[src/logic/hrpc_pkg.sv]
// Constants, pad control types and configuration-source codes for the
// hub reset pad-state and configuration-select block.
// Assumes a single 50 MHz clock and a synchronous active-high reset.
//
// Overview of operation
// - In reset, downstream data pins are inputs with pull-down enabled.
// - In reset, both port power control outputs drive low, no pull.
// - In reset, serial flash chip select drives high.
// - In reset, three card-presence pins are inputs with pull-up, detect off.
// - In reset, card bus and card power pins are fully high impedance.
// - In reset, shared serial clock and data-out drive low, functions off.
// - One transaction translator is shared by both downstream ports.
// - The shared translator offers four non-periodic buffers.
// - Configuration comes from a 512-byte EEPROM or from serial flash.
// - With no external memory, built-in defaults are used.
// - With flash or EEPROM signatures valid, host may rewrite stored configuration.
// - Upstream attach is signalled only after configuration is loaded.
// - Serial flash signature at top address is checked first; run from zero.
// - Without flash, EEPROM is checked for two signature words.
package hrpc_pkg;

    // ------------------------------------------------------------
    // Pad control carrier
    // ------------------------------------------------------------
    typedef struct packed {
        logic oe;   // Output driver enabled
        logic out;  // Driven level
        logic ie;   // Input buffer enabled
        logic pu;   // Pull-up enabled
        logic pd;   // Pull-down enabled
    } hrpc_pad_s;

    localparam hrpc_pad_s PAD_IN_PD = 5'h05;   // ie, pd
    localparam hrpc_pad_s PAD_IN_PU = 5'h06;   // ie, pu
    localparam hrpc_pad_s PAD_DRV_0 = 5'h10;   // oe, low
    localparam hrpc_pad_s PAD_DRV_1 = 5'h18;   // oe, high
    localparam hrpc_pad_s PAD_HIZ = 5'h00;     // all off
    localparam hrpc_pad_s PAD_IN = 5'h04;      // plain input

    // ------------------------------------------------------------
    // Configuration sources and hub structure
    // ------------------------------------------------------------
    typedef enum logic [1:0] {
        SRC_DEFAULT = 2'h0,
        SRC_EEPROM = 2'h1,
        SRC_FLASH = 2'h2
    } hrpc_src_e;

    localparam int TT_COUNT = 1;
    localparam int TT_NP_BUFFERS = 4;
    localparam int EEPROM_BYTES = 512;
    localparam logic [15:0] FLASH_SIG_ADDR = 16'hFFFA;
    localparam logic [15:0] FLASH_RUN_ADDR = 16'h0000;
    localparam logic [8:0] EE_SIG1_ADDR = 9'h0FC;
    localparam logic [8:0] EE_SIG2_ADDR = 9'h17C;
    localparam int DOWN_PORTS = 2;
    localparam int CARD_DETECTS = 3;
    localparam int CARD_BUS_PADS = 16;

endpackage

[src/logic/hrpc_top.sv]
// Reset pad-state control and configuration-source selection for a hub.
// Assumes probe results for flash and EEPROM signatures come from boot
// logic elsewhere; this block sequences them and drives pad controls.
`timescale 1ns/10ps
module hrpc_top
    import hrpc_pkg::*;
#(
    parameter int TT_BUFS = TT_NP_BUFFERS
) (
    input wire logic clock_i,
    input wire logic srst_i,
    input wire logic ce_i,
    input wire logic flash_probe_done_i,
    input wire logic flash_sig_ok_i,
    input wire logic ee_probe_done_i,
    input wire logic ee_sig1_ok_i,
    input wire logic ee_sig2_ok_i,
    input wire logic load_done_i,
    input wire logic host_cfg_write_i,
    output hrpc_pad_s downstream_pad_o [2*DOWN_PORTS],
    output hrpc_pad_s port_power_control_o [DOWN_PORTS],
    output hrpc_pad_s flash_select_o,
    output hrpc_pad_s serial_clock_o,
    output hrpc_pad_s serial_flash_out_shared_o,
    output hrpc_pad_s card_detect_o [CARD_DETECTS],
    output hrpc_pad_s card_bus_o [CARD_BUS_PADS],
    output hrpc_pad_s card_power_out_o,
    output logic card_detect_en_o,
    output hrpc_src_e cfg_source_o,
    output logic [15:0] fetch_addr_o,
    output logic [8:0] ee_check_addr_o,
    output logic cfg_write_en_o,
    output logic cfg_write_ack_o,
    output logic [1:0] tt_count_o,
    output logic [3:0] tt_buffers_o,
    output logic upstream_attach_o
);

    // ------------------------------------------------------------
    // Boot sequence state
    // ------------------------------------------------------------
    typedef enum logic [4:0] {
        ST_FLASH = 5'h01,
        ST_EE1 = 5'h02,
        ST_EE2 = 5'h04,
        ST_LOAD = 5'h08,
        ST_READY = 5'h10
    } hrpc_state_e;

    hrpc_state_e state_reg, state_next;
    hrpc_src_e src_reg, src_next;
    logic attach_reg, attach_next;
    logic ack_reg, ack_next;
    logic wen_reg, wen_next;
    logic [15:0] faddr_reg, faddr_next;
    logic [8:0] eaddr_reg, eaddr_next;

    // Flash first, then EEPROM pair of signatures, else defaults
    always_comb begin
        state_next = state_reg;
        src_next = src_reg;
        attach_next = attach_reg;
        faddr_next = faddr_reg;
        eaddr_next = eaddr_reg;
        ack_next = 1'b0;
        case (state_reg)
            ST_FLASH: begin
                faddr_next = FLASH_SIG_ADDR;
                if (flash_probe_done_i) begin
                    if (flash_sig_ok_i) begin
                        src_next = SRC_FLASH;
                        faddr_next = FLASH_RUN_ADDR;
                        state_next = ST_LOAD;
                    end else begin
                        eaddr_next = EE_SIG1_ADDR;
                        state_next = ST_EE1;
                    end
                end
            end
            ST_EE1: begin
                if (ee_probe_done_i) begin
                    if (ee_sig1_ok_i) begin
                        eaddr_next = EE_SIG2_ADDR;
                        state_next = ST_EE2;
                    end else begin
                        src_next = SRC_DEFAULT;
                        state_next = ST_LOAD;
                    end
                end
            end
            ST_EE2: begin
                if (ee_probe_done_i) begin
                    // Both words must match, else fall back to defaults
                    if (ee_sig2_ok_i) begin
                        src_next = SRC_EEPROM;
                    end else begin
                        src_next = SRC_DEFAULT;
                    end
                    state_next = ST_LOAD;
                end
            end
            ST_LOAD: begin
                // Defaults need no fetch, so they count as loaded at once
                if (load_done_i || src_reg == SRC_DEFAULT) begin
                    attach_next = 1'b1;
                    state_next = ST_READY;
                end
            end
            ST_READY: begin
                ack_next = host_cfg_write_i && src_reg != SRC_DEFAULT;
            end
            default: begin
                state_next = ST_FLASH;
            end
        endcase
        // Registered so the write gate comes straight from a flip-flop
        wen_next = attach_next && src_next != SRC_DEFAULT;
    end

    always_ff @(posedge clock_i) begin
        if (srst_i) begin
            state_reg <= ST_FLASH;
            src_reg <= SRC_DEFAULT;
            attach_reg <= 1'b0;
            ack_reg <= 1'b0;
            wen_reg <= 1'b0;
            faddr_reg <= FLASH_SIG_ADDR;
            eaddr_reg <= EE_SIG1_ADDR;
        end else if (ce_i) begin
            state_reg <= state_next;
            src_reg <= src_next;
            attach_reg <= attach_next;
            ack_reg <= ack_next;
            wen_reg <= wen_next;
            faddr_reg <= faddr_next;
            eaddr_reg <= eaddr_next;
        end
    end

    // ------------------------------------------------------------
    // Pad state registers
    // ------------------------------------------------------------
    // Functional pad settings are a simple idle choice; card and
    // flash protocol engines elsewhere would override them.
    logic func_reg, func_next;
    hrpc_pad_s dn_reg [2*DOWN_PORTS];
    hrpc_pad_s ppc_reg [DOWN_PORTS];
    hrpc_pad_s cd_reg [CARD_DETECTS];
    hrpc_pad_s cb_reg [CARD_BUS_PADS];
    hrpc_pad_s cs_reg, sck_reg, sdo_reg, cpwr_reg;
    hrpc_pad_s cs_next, sck_next, sdo_next, cpwr_next;
    logic cden_reg, cden_next;

    // Reset is synchronous, so reset pad states appear one edge later
    always_comb begin
        func_next = 1'b1;
        cs_next = func_reg ? PAD_DRV_1 : PAD_DRV_1;
        sck_next = func_reg ? PAD_DRV_0 : PAD_DRV_0;
        sdo_next = func_reg ? PAD_DRV_0 : PAD_DRV_0;
        cpwr_next = func_reg ? PAD_DRV_0 : PAD_HIZ;
        cden_next = func_reg;
    end

    always_ff @(posedge clock_i) begin
        if (srst_i) begin
            func_reg <= 1'b0;
            cs_reg <= PAD_DRV_1;
            sck_reg <= PAD_DRV_0;
            sdo_reg <= PAD_DRV_0;
            cpwr_reg <= PAD_HIZ;
            cden_reg <= 1'b0;
        end else if (ce_i) begin
            func_reg <= func_next;
            cs_reg <= cs_next;
            sck_reg <= sck_next;
            sdo_reg <= sdo_next;
            cpwr_reg <= cpwr_next;
            cden_reg <= cden_next;
        end
    end

    // Per-pad groups
    for (genvar g = 0; g < 2*DOWN_PORTS; g++) begin : g_dn
        always_ff @(posedge clock_i) begin
            if (srst_i) begin
                dn_reg[g] <= PAD_IN_PD;
            end else if (ce_i) begin
                dn_reg[g] <= func_reg ? PAD_IN : PAD_IN_PD;
            end
        end
    end
    for (genvar g = 0; g < DOWN_PORTS; g++) begin : g_ppc
        always_ff @(posedge clock_i) begin
            if (srst_i) begin
                ppc_reg[g] <= PAD_DRV_0;
            end else if (ce_i) begin
                ppc_reg[g] <= PAD_DRV_0; // Power stays off until hub enables
            end
        end
    end
    for (genvar g = 0; g < CARD_DETECTS; g++) begin : g_cd
        always_ff @(posedge clock_i) begin
            if (srst_i) begin
                cd_reg[g] <= PAD_IN_PU;
            end else if (ce_i) begin
                cd_reg[g] <= PAD_IN_PU;
            end
        end
    end
    for (genvar g = 0; g < CARD_BUS_PADS; g++) begin : g_cb
        always_ff @(posedge clock_i) begin
            if (srst_i) begin
                cb_reg[g] <= PAD_HIZ;
            end else if (ce_i) begin
                cb_reg[g] <= func_reg ? PAD_IN : PAD_HIZ;
            end
        end
    end

    // ------------------------------------------------------------
    // Outputs
    // ------------------------------------------------------------
    assign downstream_pad_o = dn_reg;
    assign port_power_control_o = ppc_reg;
    assign flash_select_o = cs_reg;
    assign serial_clock_o = sck_reg;
    assign serial_flash_out_shared_o = sdo_reg;
    assign card_detect_o = cd_reg;
    assign card_bus_o = cb_reg;
    assign card_power_out_o = cpwr_reg;
    assign card_detect_en_o = cden_reg;
    assign cfg_source_o = src_reg;
    assign fetch_addr_o = faddr_reg;
    assign ee_check_addr_o = eaddr_reg;
    assign cfg_write_en_o = wen_reg;
    assign cfg_write_ack_o = ack_reg;
    assign tt_count_o = 2'(TT_COUNT);
    assign tt_buffers_o = 4'(TT_BUFS);
    assign upstream_attach_o = attach_reg;

endmodule // hrpc_top

[config.mk]
export PLATFORM = sky130hd
export DESIGN_NAME = hrpc_top
export DESIGN_NICKNAME = d
export VERILOG_FILES = /design/src/logic/hrpc_pkg.sv /design/src/logic/hrpc_top.sv
export SDC_FILE = /design/constraint.sdc
export NUM_CORES = 1
export LEC_CHECK = 0
export BUFFER_PORTS_ARGS = -buffer_cell sky130_fd_sc_hd__buf_2
export CORE_ASPECT_RATIO = 1.4
export CORE_MARGIN = 2
export CORE_UTILIZATION = 35
export DETAILED_ROUTE_END_ITERATION = 6
export PLACE_DENSITY = 0.75
export REMOVE_ABC_BUFFERS = 1
export SLEW_MARGIN = 20
export SYNTH_ARGS = -nofsm -noshare
export SYNTH_HDL_FRONTEND = slang
export SYNTH_SLANG_ARGS = --single-unit
[constraint.sdc]
create_clock -name clock_i -period 5.9 [get_ports clock_i]
set_clock_uncertainty 0.2 [all_clocks]
set_input_delay 1.475 -clock clock_i [delete_from_list [all_inputs] [get_ports clock_i]]
set_output_delay 1.475 -clock clock_i [all_outputs]
set_load 0.1 [all_outputs]
==> metrics.yaml <==
floorplanning:
  die_x_um: 71.4
  rows: 34
  initial_core_util_pct: 36.1
  fp.dieH_um: 98.4
  io_pins: 192
  die_area_um2: 7030
  core_area_um2: 6170
routing:
  routedWlPerCell_um: 9.19
  ant_nets: 0
  drt_first_pass_iters: 4
  viasPerCell: 3.86
  num_vias: 1442
  post-route-drc-count: 0
  wl_um: 3440
  drt_iter0_drc: 20
critical_path:
  path_max_fanout: 19
  r2r_cells: 4
  endpoint: "card_bus_o[17]"
  critPathKind: "flip-flop to primary output"
  cp-start-kind: "flip-flop"
  path_delay_family: "flip-flops"
  r2r_start: "state_reg[0]"
  required_ns: 4.22
  crit_slowest_cell: "dfxtp_1"
  crit_path_end_kind: "primary output"
  critPathMaxStageDelay_ns: 0.57
  cp-startpoint: "card_power_out_o[4]"
  worst-path-stages: 1
  r2r_end: "state_reg[2]"
  ff2ff_setup_slack_ns: 3.68
  cp_cell_sequence: "buf_2"
  cp.arrival_ns: 1.34
  cp.buffers_inverters: 1
timing:
  final-hold-violation-count: 0
  min_period_over_period_pct: 51.1
  rsz0062_at_grt: "no"
  relSlewSlack_pct: 52.2
  setup_viol: 0
  worst_pin_slew_ns: 0.699
  period_minus_slack_ns: 3.02
  drv_slew: 0
  max_freq_mhz: 331
final_layout:
  fill_cells: 671
  multi_input_area_um2: 1090
  syn_to_final_growth_pct: -18.0
  final-seq-area_um2: 320
  drive_above_1_share_pct: 19.5
  fin_nets: 313
  final_cell_mix: "conb_1, buf_2, dfxtp_1, nand2_1, nor2_1"
  final_cell_area_um2: 1830
  diodes: 0
  fin_util_pct: 29.6
  layout_commonest_cell: "conb_1"
  largest_reg_flops: 5
outcome:
  status: "finished, final reports clean"
yosys:
  synth_edf_count: 0
  synth_top_area_cell: "buf_4"
  ys_seq_elements: 16
  async_flop_share_pct: 0
  synth-seq-area-share_pct: 14.4
  yosysWarnings: 0
  synthFlopType: "dfxtp_1"
  syn_inst: 289
  syn_area_um2: 2230
  ys_types: 44
  yosys-top-cells-area: "buf_4, dfxtp_1, nand2b_1, nand2_1, mux2i_1"
  yosysTopAreaCellShare_pct: 57.9
  avgSynthCellArea_um2: 7.71
clocking:
  cts.sink_count: 16
  ctsHoldBuffers: 0
  cts_buffers: 3
  htree_num_levels: 1
  cts_root_buf: "clkbuf_8"
  ctsResizeCount: 0
  clock_latency_ns: 0.25
  cts.clk_slew.worst_paths_ns: 0.06
  clockBufferDepth: 2
  cts_setup_buffers: 0
  cts_tree: "yes"
flow_run:
  drv_cap: 0
placement:
  gp_congestion: 0.877
  dp_hpwl_um: 2870
  portBuffers: 52
  placed_cell_area_um2: 1770
power_and_ir_drop:
  powerDensity_nw_per_um2: 426
  ir_drop_v: 0.000155
  leakage_nw: 0.994
global_route:
  first_global_vias: 933
  grt_overflow: 0
  antenna_found_initial: 0
  grt_first_pass_wirelength_um: 4730
  grt_util_all_layers_pct: 8.10
  grt_max_degree: 20
hold_path:
  hp-class: "flip-flop to flip-flop"
## report_power, final
part	switching [mW]	internal, mW
Combinational	0.522	0.0320
Clock	0.0386	0.0592
Sequential	0.0129	0.113
## tightest hold or removal path, cell delays in order, from the launching register on
cell     delay (ns)
dfxtp_1        0.31
o31ai_1        0.06
a21oi_1        0.06
## cells in the mapped netlist, types with 3 or more instances
cell	count
mux2i_1	3
o21ai_0	4
buf_4	172
nand2b_1	7
nor2_1	8
or3_1	3
inv_1	4
nor2b_1	3
nand2_1	11
nor4_1	3
nor3_1	4
dfxtp_1	16
clkbuf_1	8
a21oi_1	5
## metrics by stage
step                      TNS [ns]  hold WS [ns]  cells  power, mW  setup slack, ns
after floorplan            -219.48         0.234    246      0.649            -7.65
after global placement           0         0.251    370      0.680             2.91
after detailed placement         0         0.268    370      0.680             2.90
after CTS                        0         0.277    374      0.778             2.86
after global routing             0         0.295    374      0.798             2.76
final                            0         0.272    374      0.778             2.88
## logic make-up (layout without fill, tap and decap cells)
group	after synthesis	count (layout)	share of synthesized area, %
DFF	16	16	14.4
and+or+nand+nor	50	50	12.5
AOI/OAI and AO/OA	33	33	11.1
other	2	139	0.337
xor gates and xnor gates	1	1	0.393
buffers and inverters	184	60	60.0
muxes	3	3	1.35
## layer usage
| layer | vias up | GRT usage, % | wire (um) |
|---|---|---|---|
| met4 | 0 | 2.18 | 65 |
| li1 | 666 | - | - |
| met2 | 141 | 14.8 | 1720 |
| met5 | - | 0 | 0 |
| met3 | 6 | 1.02 | 506 |
| met1 | 629 | 9.76 | 1140 |
## area by class of cell
class | instances | area share (%)
clock buffers | 4 | 3.01
inverters | 4 | 0.822
multi-input cells | 226 | 59.5
flip-flops and latches | 16 | 17.5
well taps | 72 | 4.93
repair buffers | 52 | 14.2
## worst min path at each step
stage	from	endpoint	cells after the start
6_report	ee_check_addr_o[8]	ee_check_addr_o[8]	2
5_1_grt	ee_check_addr_o[8]	ee_check_addr_o[8]	2
4_1_cts	ee_check_addr_o[8]	ee_check_addr_o[8]	2
3_5_place_dp	cden_next	cden_next	2
3_3_place_gp	cden_next	cden_next	2
2_1_floorplan	cden_next	cden_next	2
No activity file was read; power rests on OpenSTA's default activity.
